[src/common/ocf_pkg.sv]
package ocf_pkg;

    // ----------------------------------------------------------------
    // Command codes
    // ----------------------------------------------------------------
    localparam logic [7:0]  CMD_THRESHOLD      = 8'h46;   // Phased threshold word
    localparam logic [7:0]  CMD_ACTION         = 8'h47;   // Non-phased response byte
    localparam logic [7:0]  PHASE_BROADCAST    = 8'hFF;   // Phase selector: all phases
    localparam logic [7:0]  PHASE_CONTROLLER   = 8'h00;   // Loop controller phase

    // ----------------------------------------------------------------
    // Threshold word layout and limits (quarter-amp units)
    // ----------------------------------------------------------------
    localparam int          EXP_MSB            = 15;      // Exponent field top bit
    localparam int          EXP_LSB            = 11;      // Exponent field low bit
    localparam int          MAN_MSB            = 10;      // Mantissa field top bit
    localparam logic [4:0]  EXP_RESET          = 5'h1E;   // Fixed exponent, 0.25 A per count
    localparam logic [10:0] MAN_RESET          = 11'h0A0; // 40 A until storage is read
    localparam logic [10:0] MAN_MAX_PHASE      = 11'h0F8; // 62 A per phase
    localparam logic [5:0]  HW_MIN_AMPS        = 6'h08;   // Smallest analog level
    localparam logic [5:0]  HW_STEP_AMPS       = 6'h02;   // Analog level spacing
    localparam int          QUARTERS_PER_STEP  = 8;       // 2 A in quarter amps
    localparam int          NVM_FRAC_SHIFT     = 2;       // Storage is 1/16 A, keep 1/4 A

    // ----------------------------------------------------------------
    // Response byte layout
    // ----------------------------------------------------------------
    localparam int          ACT_MSB            = 7;       // Action select top bit
    localparam int          RETRY_MSB          = 5;       // Retry field top bit
    localparam int          RETRY_LSB          = 3;       // Retry field low bit
    localparam int          DELAY_MSB          = 2;       // Delay field top bit
    localparam logic [7:0]  ACTION_RESET       = 8'hC0;   // Immediate latch-off
    localparam logic [2:0]  RETRY_FOREVER      = 3'h7;    // Endless restart_wait_period
    localparam logic [2:0]  DELAY_SHORT        = 3'h1;    // One switching clock
    localparam logic [2:0]  DELAY_MID          = 3'h3;    // Three switching clocks
    localparam logic [2:0]  DELAY_LONG         = 3'h7;    // Seven switching clocks

    // ----------------------------------------------------------------
    // Timing
    // ----------------------------------------------------------------
    localparam int          RISE_TIME_TICKS    = 100;     // Rise time in switching clocks

    // ----------------------------------------------------------------
    // Carriers and states
    // ----------------------------------------------------------------
    typedef struct packed {
        logic        valid;   // One-cycle request strobe
        logic        write;   // 1 write, 0 read
        logic [7:0]  code;    // Command code
        logic [15:0] wdata;   // Write data, byte commands use low byte
    } cmd_s;

    typedef struct packed {
        logic        status_byte_oc;   // Overcurrent bit of summary byte
        logic        status_word_iout; // Output-current bit of summary word
        logic        current_fault_flag; // Overcurrent fault bit of current status
        logic        invalid_data;     // Bad data received
    } status_s;

    typedef enum logic [2:0] {
        ST_RUN     = 3'b000,
        ST_DELAY   = 3'b001,
        ST_RESTART_WAIT_PERIOD  = 3'b011,
        ST_RESTART = 3'b010,
        ST_LATCHED = 3'b110
    } fault_state_e;

endpackage : ocf_pkg

[src/core/overcurrent_fault_limit_response.sv]
`timescale 1ns/100ps
module overcurrent_fault_limit_response #(
    parameter int N_PHASES   = 4,                        // Phases this bank can hold
    parameter int RISE_TICKS = ocf_pkg::RISE_TIME_TICKS  // Rise time in switching clocks
) (
    input  wire logic                          i_clk,
    input  wire logic                          i_sys_rst,
    input  wire ocf_pkg::cmd_s                 i_cmd,
    input  wire logic [7:0]                    i_phase_sel,
    input  wire logic [2:0]                    i_phase_count,
    input  wire logic                          i_nvm_restore,
    input  wire logic [9:0]                    i_nvm_threshold,
    input  wire logic [7:0]                    i_nvm_action,
    input  wire logic                          i_pwm_clk,
    input  wire logic                          i_oc_trip,
    input  wire logic                          i_startup_done,
    input  wire logic                          i_cmd_off,
    input  wire logic                          i_clear_faults,
    output logic [15:0]                        o_rdata,
    output logic                               o_rvalid,
    output logic                               o_cmd_error,
    output logic [N_PHASES-1:0][5:0]           o_hw_amps,
    output logic [8:0]                         o_stack_limit,
    output logic                               o_power_enable,
    output ocf_pkg::status_s                   o_status,
    output logic                               o_alert
);
    import ocf_pkg::*;

    // ----------------------------------------------------------------
    // Declarations
    // ----------------------------------------------------------------
    logic [N_PHASES-1:0][10:0] mantissa;        // Per-phase threshold, quarter amps
    logic [7:0]                action;          // Response byte
    logic                      restore_pend;    // Storage load due after reset
    logic [2:0]                pwm_sync;        // Two stages plus edge history
    logic [1:0]                trip_sync;       // Comparator synchroniser
    logic                      trip_prev;       // For rising-edge detect
    logic                      pwm_tick;        // One cycle per switching clock
    logic                      trip_rise;       // New overcurrent event
    logic [2:0]                phases;          // Active phase count, never zero
    logic                      wr_thr;          // Valid threshold write accepted
    logic                      wr_bad;          // Refused write or read
    logic [10:0]               wr_man;          // Mantissa after broadcast split
    fault_state_e              state;           // Fault response state
    logic [15:0]               tick_cnt;        // Delay or restart_wait_period countdown
    logic [2:0]                attempts;        // Restart attempts so far

    // ----------------------------------------------------------------
    // Helpers
    // ----------------------------------------------------------------
    // Divide by 1..4; the third uses a reciprocal exact below 2048
    function automatic logic [10:0] split(input logic [10:0] v, input logic [2:0] n);
        logic [21:0] prod;
        prod = 22'(v) * 22'd683;
        case (n)
            3'd2:    split = v >> 1;
            3'd3:    split = prod[21:11];
            3'd4:    split = v >> 2;
            default: split = v;
        endcase
    endfunction : split

    // Quarter amps to analog level in amps, rounded up, floored at minimum
    function automatic logic [5:0] hw_level(input logic [10:0] m);
        logic [7:0] steps;
        logic [5:0] amps;
        steps = 8'((m + 11'(QUARTERS_PER_STEP - 1)) / 11'(QUARTERS_PER_STEP));
        amps  = 6'(steps) * HW_STEP_AMPS;
        hw_level = (amps < HW_MIN_AMPS) ? HW_MIN_AMPS : amps;
    endfunction : hw_level

    // Shutdown delay in switching clocks
    function automatic logic [2:0] delay_clocks(input logic [2:0] code);
        if (code <= 3'd1) begin
            delay_clocks = DELAY_SHORT;
        end else if (code <= 3'd4) begin
            delay_clocks = DELAY_MID;
        end else begin
            delay_clocks = DELAY_LONG;
        end
    endfunction : delay_clocks

    // Restart_wait_period length in rise times
    function automatic logic [2:0] restart_wait_period_mult(input logic [2:0] code);
        restart_wait_period_mult = (code <= 3'd1) ? 3'd1 : code;
    endfunction : restart_wait_period_mult

    // ----------------------------------------------------------------
    // Input synchronisers
    // ----------------------------------------------------------------
    // Switching clock and comparator are both foreign to i_clk
    always_ff @(posedge i_clk) begin
        if (i_sys_rst) begin
            pwm_sync  <= 3'h0;
            trip_sync <= 2'h0;
            trip_prev <= 1'b0;
        end else begin
            pwm_sync  <= {pwm_sync[1:0], i_pwm_clk};
            trip_sync <= {trip_sync[0], i_oc_trip};
            trip_prev <= trip_sync[1];
        end
    end

    // Only second-stage taps feed logic
    assign pwm_tick  = pwm_sync[1] & ~pwm_sync[2];
    assign trip_rise = trip_sync[1] & ~trip_prev;
    assign phases    = (i_phase_count == 3'd0) ? 3'd1 : i_phase_count;

    // ----------------------------------------------------------------
    // Command decode
    // ----------------------------------------------------------------
    // Validity of threshold writes; response byte has no illegal code
    always_comb begin
        wr_thr = 1'b0;
        wr_bad = 1'b0;
        wr_man = split(i_cmd.wdata[MAN_MSB:0], phases);
        if (!i_cmd.valid) begin
            wr_bad = 1'b0;
        end else if (i_cmd.code == CMD_THRESHOLD) begin
            if (!i_cmd.write) begin
                // Read of a phase beyond the stack is refused
                wr_bad = (i_phase_sel != PHASE_BROADCAST) && (i_phase_sel >= 8'(phases));
            end else if (i_cmd.wdata[EXP_MSB:EXP_LSB] != EXP_RESET) begin
                wr_bad = 1'b1;
            end else if (i_cmd.wdata[MAN_MSB]) begin
                wr_bad = 1'b1;
            end else if (i_phase_sel == PHASE_BROADCAST) begin
                // Stack total may reach 62 A times phases
                wr_bad = (wr_man > MAN_MAX_PHASE);
                wr_thr = !wr_bad;
            end else begin
                wr_man = i_cmd.wdata[MAN_MSB:0];
                wr_bad = (wr_man > MAN_MAX_PHASE) || (i_phase_sel >= 8'(phases));
                wr_thr = !wr_bad;
            end
        end else if (i_cmd.code == CMD_ACTION) begin
            wr_bad = 1'b0;
        end else begin
            // Unsupported command code
            wr_bad = 1'b1;
        end
    end

    // ----------------------------------------------------------------
    // Threshold storage, one per phase
    // ----------------------------------------------------------------
    // Storage restore wins over a same-cycle host write
    generate
        for (genvar p = 0; p < N_PHASES; p++) begin : g_phase
            always_ff @(posedge i_clk) begin
                if (i_sys_rst) begin
                    mantissa[p] <= MAN_RESET;
                end else if (restore_pend || i_nvm_restore) begin
                    // Round 1/16 A storage to nearest quarter amp
                    mantissa[p] <= 11'((i_nvm_threshold + 10'd2) >> NVM_FRAC_SHIFT);
                end else if (wr_thr && (i_phase_sel == PHASE_BROADCAST)) begin
                    mantissa[p] <= wr_man;
                end else if (wr_thr && (i_phase_sel == 8'(p))) begin
                    mantissa[p] <= wr_man;
                end
            end

            // Analog level, registered so the output comes from a flop
            always_ff @(posedge i_clk) begin
                if (i_sys_rst) begin
                    o_hw_amps[p] <= HW_MIN_AMPS;
                end else begin
                    o_hw_amps[p] <= hw_level(mantissa[p]);
                end
            end
        end
    endgenerate

    // ----------------------------------------------------------------
    // Stack limit
    // ----------------------------------------------------------------
    // Weakest active phase sets the limit of the whole stack
    always_ff @(posedge i_clk) begin
        logic [5:0] low;
        low = 6'h3F;
        for (int p = 0; p < N_PHASES; p++) begin
            if ((3'(p) < phases) && (o_hw_amps[p] < low)) begin
                low = o_hw_amps[p];
            end
        end
        if (i_sys_rst) begin
            o_stack_limit <= 9'h000;
        end else begin
            o_stack_limit <= 9'(low) * 9'(phases);
        end
    end

    // ----------------------------------------------------------------
    // Response byte and storage load
    // ----------------------------------------------------------------
    // One byte shared by all phases, may change while running
    always_ff @(posedge i_clk) begin
        if (i_sys_rst) begin
            action       <= ACTION_RESET;
            restore_pend <= 1'b1;
        end else begin
            restore_pend <= 1'b0;
            if (restore_pend || i_nvm_restore) begin
                action <= i_nvm_action;
            end else if (i_cmd.valid && i_cmd.write && (i_cmd.code == CMD_ACTION)) begin
                action <= i_cmd.wdata[7:0];
            end
        end
    end

    // ----------------------------------------------------------------
    // Read path
    // ----------------------------------------------------------------
    // Answer one cycle after the read strobe
    always_ff @(posedge i_clk) begin
        if (i_sys_rst) begin
            o_rdata     <= 16'h0000;
            o_rvalid    <= 1'b0;
            o_cmd_error <= 1'b0;
        end else begin
            o_rvalid    <= i_cmd.valid && !i_cmd.write;
            o_cmd_error <= wr_bad;
            if (!i_cmd.valid || i_cmd.write || wr_bad) begin
                o_rdata <= 16'h0000;
            end else if (i_cmd.code == CMD_ACTION) begin
                o_rdata <= {8'h00, action};
            end else if (i_phase_sel == PHASE_BROADCAST) begin
                // Controller value scaled up to the stack total
                o_rdata <= {EXP_RESET, 11'(mantissa[0] * 11'(phases))};
            end else begin
                o_rdata <= {EXP_RESET, mantissa[i_phase_sel[1:0]]};
            end
        end
    end

    // ----------------------------------------------------------------
    // Status flags
    // ----------------------------------------------------------------
    // Sticky; a new event in the clear cycle still lands
    always_ff @(posedge i_clk) begin
        if (i_sys_rst) begin
            o_status <= '0;
            o_alert  <= 1'b0;
        end else begin
            if (trip_rise) begin
                o_status.status_byte_oc     <= 1'b1;
                o_status.status_word_iout   <= 1'b1;
                o_status.current_fault_flag <= 1'b1;
            end else if (i_clear_faults) begin
                o_status.status_byte_oc     <= 1'b0;
                o_status.status_word_iout   <= 1'b0;
                o_status.current_fault_flag <= 1'b0;
            end
            if (wr_bad) begin
                o_status.invalid_data <= 1'b1;
            end else if (i_clear_faults) begin
                o_status.invalid_data <= 1'b0;
            end
            // Alert line held while any event is pending
            o_alert <= trip_rise || wr_bad ||
                       (!i_clear_faults && (o_status != '0));
        end
    end

    // ----------------------------------------------------------------
    // Fault response state machine
    // ----------------------------------------------------------------
    // Counts run in switching clocks so delays track the converter
    always_ff @(posedge i_clk) begin
        if (i_sys_rst) begin
            state    <= ST_RUN;
            tick_cnt <= 16'h0000;
            attempts <= 3'h0;
        end else if (i_cmd_off) begin
            // Commanded off releases any latch and forgets retries
            state    <= ST_RUN;
            tick_cnt <= 16'h0000;
            attempts <= 3'h0;
        end else begin
            case (state)
                ST_RUN: begin
                    if (trip_rise && action[ACT_MSB]) begin
                        if (action[ACT_MSB-1]) begin
                            tick_cnt <= 16'h0000;
                            state    <= ST_DELAY;                            // Immediate: zero wait
                        end else begin
                            tick_cnt <= 16'(delay_clocks(action[DELAY_MSB:0]));
                            state    <= ST_DELAY;
                        end
                    end
                end
                ST_DELAY: begin
                    if (tick_cnt != 16'h0000) begin
                        if (pwm_tick) begin
                            tick_cnt <= tick_cnt - 16'h0001;
                        end
                    end else if (action[RETRY_MSB:RETRY_LSB] == 3'h0) begin
                        state <= ST_LATCHED;
                    end else if ((action[RETRY_MSB:RETRY_LSB] == RETRY_FOREVER) ||
                                 (attempts < action[RETRY_MSB:RETRY_LSB])) begin
                        tick_cnt <= 16'(restart_wait_period_mult(action[DELAY_MSB:0]) * RISE_TICKS);
                        state    <= ST_RESTART_WAIT_PERIOD;
                    end else begin
                        state <= ST_LATCHED;
                    end
                end
                ST_RESTART_WAIT_PERIOD: begin
                    if (tick_cnt != 16'h0000) begin
                        if (pwm_tick) begin
                            tick_cnt <= tick_cnt - 16'h0001;
                        end
                    end else begin
                        // Endless mode keeps the count from wrapping
                        if (attempts != RETRY_FOREVER) begin
                            attempts <= attempts + 3'h1;
                        end
                        state <= ST_RESTART;
                    end
                end
                ST_RESTART: begin
                    if (trip_rise) begin
                        tick_cnt <= 16'h0000;
                        state    <= ST_DELAY;
                    end else if (i_startup_done) begin
                        attempts <= 3'h0;
                        state    <= ST_RUN;
                    end
                end
                ST_LATCHED: begin
                    // Left only by a command off
                    state <= ST_LATCHED;
                end
                default: begin
                    state <= ST_RUN;
                end
            endcase
        end
    end

    // ----------------------------------------------------------------
    // Power stage enable
    // ----------------------------------------------------------------
    // Delayed shutdown keeps switching until the delay runs out
    always_ff @(posedge i_clk) begin
        if (i_sys_rst) begin
            o_power_enable <= 1'b0;
        end else if (i_cmd_off) begin
            o_power_enable <= 1'b0;
        end else begin
            o_power_enable <= (state == ST_RUN) || (state == ST_RESTART) ||
                              ((state == ST_DELAY) && (tick_cnt != 16'h0000));
        end
    end

endmodule : overcurrent_fault_limit_response

[config.mk]
export PLATFORM = sky130hd
export DESIGN_NAME = overcurrent_fault_limit_response
export DESIGN_NICKNAME = d
export VERILOG_FILES = /design/src/common/ocf_pkg.sv /design/src/core/overcurrent_fault_limit_response.sv
export SDC_FILE = /design/constraint.sdc
export NUM_CORES = 1
export LEC_CHECK = 0
export BUFFER_PORTS_ARGS = -buffer_cell sky130_fd_sc_hd__buf_2
export CAP_MARGIN = 10
export CORE_MARGIN = 5
export CORE_UTILIZATION = 45
export DETAILED_ROUTE_END_ITERATION = 8
export HOLD_SLACK_MARGIN = 0.02
export SETUP_SLACK_MARGIN = 0.2
export SLEW_MARGIN = 20
export SYNTH_ARGS = -nofsm -noshare
export SYNTH_HDL_FRONTEND = slang
export SYNTH_SLANG_ARGS = --single-unit
[constraint.sdc]
create_clock -name i_clk -period 17.3 [get_ports i_clk]
set_clock_uncertainty 0.1 [all_clocks]
set_input_delay 2.595 -clock i_clk [delete_from_list [all_inputs] [get_ports i_clk]]
set_output_delay 2.595 -clock i_clk [all_outputs]
set_load 0.05 [all_outputs]
* Word level (Yosys, flattened, before mapping)
Cells that the tools add are included. Widths: inputs -> output; s select.
Storage, ports and cells: bits in registers 135, latch bits 0, RAM bits 0, memory bits (read-only) 0, bits of input ports 63, output and inout bits 57, word-level logic and storage cells 229, memories 0
Cells by class: add/subtract/negate cells 7, multipliers 4, div/mod/pow operators 0, order comparisons 19, equality and inequality tests 28, shift operators 0, multiplexer cells 72, bitwise operators 4, reduce and logical (&&, ||, !) cells 60
Operators with widths (count):
- $mux 11 | 16
- $mux 16 | 7
- $pmux 16 s4 | 1
- $mux 3 | 17
- $mux 9 | 4
- $pmux 11 s3 | 1
- $add 8x3->8 const B | 4
- $lt 6x4->1 const B | 4
- $mux 6 | 4
- $mux 8 | 3
- $bmux 11 s2 | 1
- $gt 11x8->1 const B | 2
- $mul 11x10->21 const B | 1
- $lt 6x6->1 | 3
- $eq 8x2->1 const B | 2
- $eq 8x7->1 const B | 2
- $logic_and 1x1->1 | 16
- $mux 1 | 16
- $ne 2x2->1 const B | 8
- $reduce_bool 16->1 | 1
- $reduce_bool 2->1 | 8
- $sub 16x1->16 const B | 1
- $pmux 3 s5 | 1
- $reduce_or 2->1 | 7
- 34 further kinds | 64

* Longest topological paths before layout
word-level depth 16, depth in mapped cells 35, gate-level depth less buffers 34

* Least setup slack after synthesis
No wires, ideal clock.
path type input to register, start input i_phase_count[2], end register o_stack_limit[8], library setup time 0.132 ns, arrival time 8.063 ns, data required time 17.068 ns, setup slack 9.004 ns, cell stages on the path 32, buffers on the path 3, path through clkbuf_1 -> clkbuf_1 -> nor2_1 -> a211o_1 -> clkbuf_1 -> mux2i_1 -> ha_1 -> o21ai_0 -> nand2b_1 -> a21oi_1 -> nor2b_1 -> o21ai_0 -> nand2_1 -> mux2i_1 -> inv_1 -> ha_1 -> o21ai_0 -> nand2b_1 -> a21oi_1 -> nor2b_1 -> o21ai_0 -> nand3b_1 -> mux2i_1 -> nand2b_1 -> fa_1 -> inv_1 -> fa_1 -> a21o_1 -> a21oi_1 -> nor2b_1 -> o21ai_0 -> a21oi_1
Between the ends: cells in the longest elaborated chain, start to end 15, elaborated cells on any way between the ends 18, those cells by class mul: 1; order compare: 7; mux: 5; reduce/logical: 5
Ends and longest elaborated chain:
- start, declared | line overcurrent_fault_limit_response.sv:10 | input wire logic [2:0] i_phase_count,
- $logic_not 3->1 | line overcurrent_fault_limit_response.sv:108 | assign phases = (i_phase_count == 3'd0) ? 3'd1 : i_phase_count;
- $mux 3 * | line overcurrent_fault_limit_response.sv:108
- $lt 1x3->1 | line overcurrent_fault_limit_response.sv:183 | if ((3'(p) < phases) && (o_hw_amps[p] < low)) begin
- $logic_and 1x1->1 | line overcurrent_fault_limit_response.sv:183
- $mux 6 | line overcurrent_fault_limit_response.sv:183
- $lt 6x6->1 | line overcurrent_fault_limit_response.sv:183
- $logic_and 1x1->1 | line overcurrent_fault_limit_response.sv:183
- $mux 6 | line overcurrent_fault_limit_response.sv:183
- $lt 6x6->1 | line overcurrent_fault_limit_response.sv:183
- $logic_and 1x1->1 | line overcurrent_fault_limit_response.sv:183
- $mux 6 | line overcurrent_fault_limit_response.sv:183
- $lt 6x6->1 | line overcurrent_fault_limit_response.sv:183
- $logic_and 1x1->1 | line overcurrent_fault_limit_response.sv:183
- $mux 6 | line overcurrent_fault_limit_response.sv:183
- $mul 6x3->9 * | line overcurrent_fault_limit_response.sv:190 | o_stack_limit <= 9'(low) * 9'(phases);
- end signal, assigned | line overcurrent_fault_limit_response.sv:190
- end, declared | line overcurrent_fault_limit_response.sv:23 | output logic [8:0] o_stack_limit,
Every way passes the cells marked *; elsewhere a longest branch is shown, timed or not. A chain may end at the register's enable or synchronous reset.

* Worst setup path in the final report
Ends and elaborated chain as after synthesis.

==> results.yml <==
placement:
  dp_hpwl_um: 23060
  io_buffers: 113
  placed_area_mm2: 0.01135
  dpl_worst_slack_ps: 8283
  place_congestion: 0.8562
route:
  wirelength_um: 29690
  vias_per_cell: 5.601
  route.vias.total: 9528
  wire_per_inst_um: 17.45
  ant_nets: 0
  drt_iter0_drc: 496
  dr.pass1.iters: 5
  drc: 0
power:
  p_clk_frac: 0.257
  pwr-share-seq: 0.270
  leakagePower_uw: 0.005427
  intPower_uw: 724.0
  p_sw_frac: 0.4263
  vdd_ir_drop_max_v: 0.00007392
  p_sw_uw: 538.1
  power_density_mw_per_mm2: 106.2
  power_uw: 1262
  p_comb_frac: 0.473
sta:
  fin_crit_sh: 0.5007
  worst_pin_slew_ps: 1044
  relSlewSlack: 0.2977
  report.final.slew_viol_count: 0
  fin_ws_ps: 8638
  fmax_ghz: 0.1154
  fin_setup_tns_ps: 0
  fin_crit_ps: 8662
  finalHoldViolCount: 0
  rsz0062_at_grt: "no"
  setup_viol: 0
finish:
  layout-drive-gt1-share: 0.1404
  finish.net_count: 1577
  syn_to_final_growth_pct: 11.86
  antennaDiodeCount: 0
  post-route-util: 0.5095
  fin_area_mm2: 0.01189
clocking:
  cts.sinks: 128
  h-tree-depth: 4
  postCtsSetupRepairBufs: 0
  clk_latency_ps: 430
  cts_hold_buf: 0
  cts_buffers: 17
  post_cts_resized: 0
  clk_pin_slew_ps: 60
  clockRootBuffer: "clkbuf_16"
  cts_max_path_buffers: 2
  cts_tree: "done"
grt:
  top_usage_layer: "met2"
  grt_pass1_vias: 9134
  grtUsageMet3: 0.03179
  antenna_found_initial: 0
  track_usage: 0.2219
  grt_pass1_wl_um: 47410
  gr-usage-met1: 0.2872
  overflow: 0
  grt_max_degree: 66
  grt_use_met2: 0.3788
setup_path:
  max_stage_delay_ps: 550
  timing.critical_path.mode_cell: "o21ai_0"
  cp_max_fo: 33
  cp.required_ps: 17480
  cp.arrival_ps: 8840
  crit_slowest_cell: "fa_1"
  worst-setup-path-type: "input pin to flip-flop"
  critPathLaunchType: "input pin"
  crit_path_end_kind: "flip-flop"
yosys:
  ys.flop_type: "dfxtp_1"
  synth.area.top_cells: "dfxtp_1 (24%), ha_1 (12%), fa_1 (7.5%)"
  syn_area_mm2: 0.01063
  syn_inst: 1296
  synth-seq-cells: 128
  synth_edf_count: 0
  yosysTopAreaCellShare: 0.2411
  netlist_top_cells_count: "dfxtp_1 (128), nor2_1 (125), nand2_1 (120)"
  synth_cell_types: 75
  yosysMostFrequentCell: "dfxtp_1"
  avgSynthCellArea_um2: 8.200
  synthArstFlopShare: 0
  yosysSeqAreaShare: 0.2411
  yosysTopAreaCell: "dfxtp_1"
  yosysWarnings: 0
run:
  maxCapViolCount: 0
hold_path:
  min_path_type: "flip-flop to flip-flop"
floorplanning:
  initial_core_util: 0.4555
  rows: 56
  die-width_um: 163.7
  core-area_mm2: 0.02333
  io_pins: 120
  chipHeight_um: 163.7
  dieArea_mm2: 0.02679
run_status:
  outcome: "complete, no violations"
-- through the flow --
stage	hold WS, ps	instances
3_5_place_dp	319.8	1669
3_3_place_gp	317.5	1669
5_1_grt	353.0	1701
2_1_floorplan	306.5	1303
4_1_cts	329.2	1701
6_report	326.5	1701
-- state kept, by name, indices dropped and copies added (netlist names), 2 cells and up --
signal,cells
o_hw_amps,20
pwm_sync,3
state,3
o_stack_limit,9
tick_cnt,16
o_rdata,12
attempts,3
trip_sync,2
o_status,2
mantissa,44
action,8
-- path summary, 6_finish.rpt --
kind / from / endpoint / slack, ps / cells after the start
setup / recovery: i_phase_count[2] / o_stack_limit[8]$_SDFF_PP0_ / 8640 / 30
hold / removal: mantissa[31]$_SDFFE_PP0P_ / mantissa[31]$_SDFFE_PP0P_ / 330 / 2
setup reg to reg: o_hw_amps[2]$_SDFF_PP0_ / o_stack_limit[8]$_SDFF_PP0_ / 10400 / 33
hold reg to reg: mantissa[31]$_SDFFE_PP0P_ / mantissa[31]$_SDFFE_PP0P_ / 330 / 2
-- critical path, delay by kind of cell --
kind,cells,cell delay [ps]
AND/OR/NAND/NOR,9,1200
multiplexers,3,870
buffers and inverters,3,680
AO/OA/AOI/OAI,11,1940
adder cells (fa/ha/maj),4,1580
-- per-layer routing --
layer | part of all wire | routed length, µm
met1 | 0.45 | 13240
met2 | 0.48 | 14390
met3 | 0.040 | 1195
met4 | 0.029 | 857
met5 | 0 | 0
-- power by group through the flow --
stage / combinational [µW] / clock [µW] / sequential, µW
after floorplan: 410 / 0 / 383
after global placement: 582 / 0 / 346
after detailed placement: 590 / 0 / 347
after CTS: 595 / 330 / 340
after global routing: 668 / 344 / 344
final: 597 / 325 / 341
-- area by class of cell --
type	instances	area, µm²
Fill cell	2261	11440
Multi-Input combinational cell	992	7358
Sequential cell	128	2562
Timing Repair Buffer	119	610.6
Clock buffer	17	425.4
Inverter	111	416.7
Tap cell	319	399.1
Clock inverter	15	115.1
-- kinds of logic (layout without fill, tap and decap cells) --
logic type | after synthesis | in the layout | share of synthesized area
and+or+nand+nor | 467 | 467 | 0.2178
AOI/OAI and AO/OA | 275 | 275 | 0.1722
buffers and inverters | 183 | 262 | 0.06899
adders and majority gates | 145 | 145 | 0.1990
DFF | 128 | 128 | 0.2411
muxes | 62 | 62 | 0.07170
xor gates and xnor gates | 35 | 35 | 0.02884
other | 1 | 8 | 0.0003529
-- cells in the final DEF, fill, tap and decap left out, types with 39 or more instances in the layout --
master | synthesis | layout
nand2_1 | 120 | 120
fa_1 | 40 | 40
nor2_1 | 125 | 125
dfxtp_1 | 128 | 128
buf_2 | 7 | 113
mux2i_1 | 39 | 39
o21ai_0 | 66 | 65
inv_1 | 109 | 109
ha_1 | 105 | 105
a21oi_1 | 64 | 64
No activity file was read; power rests on OpenSTA's default activity.
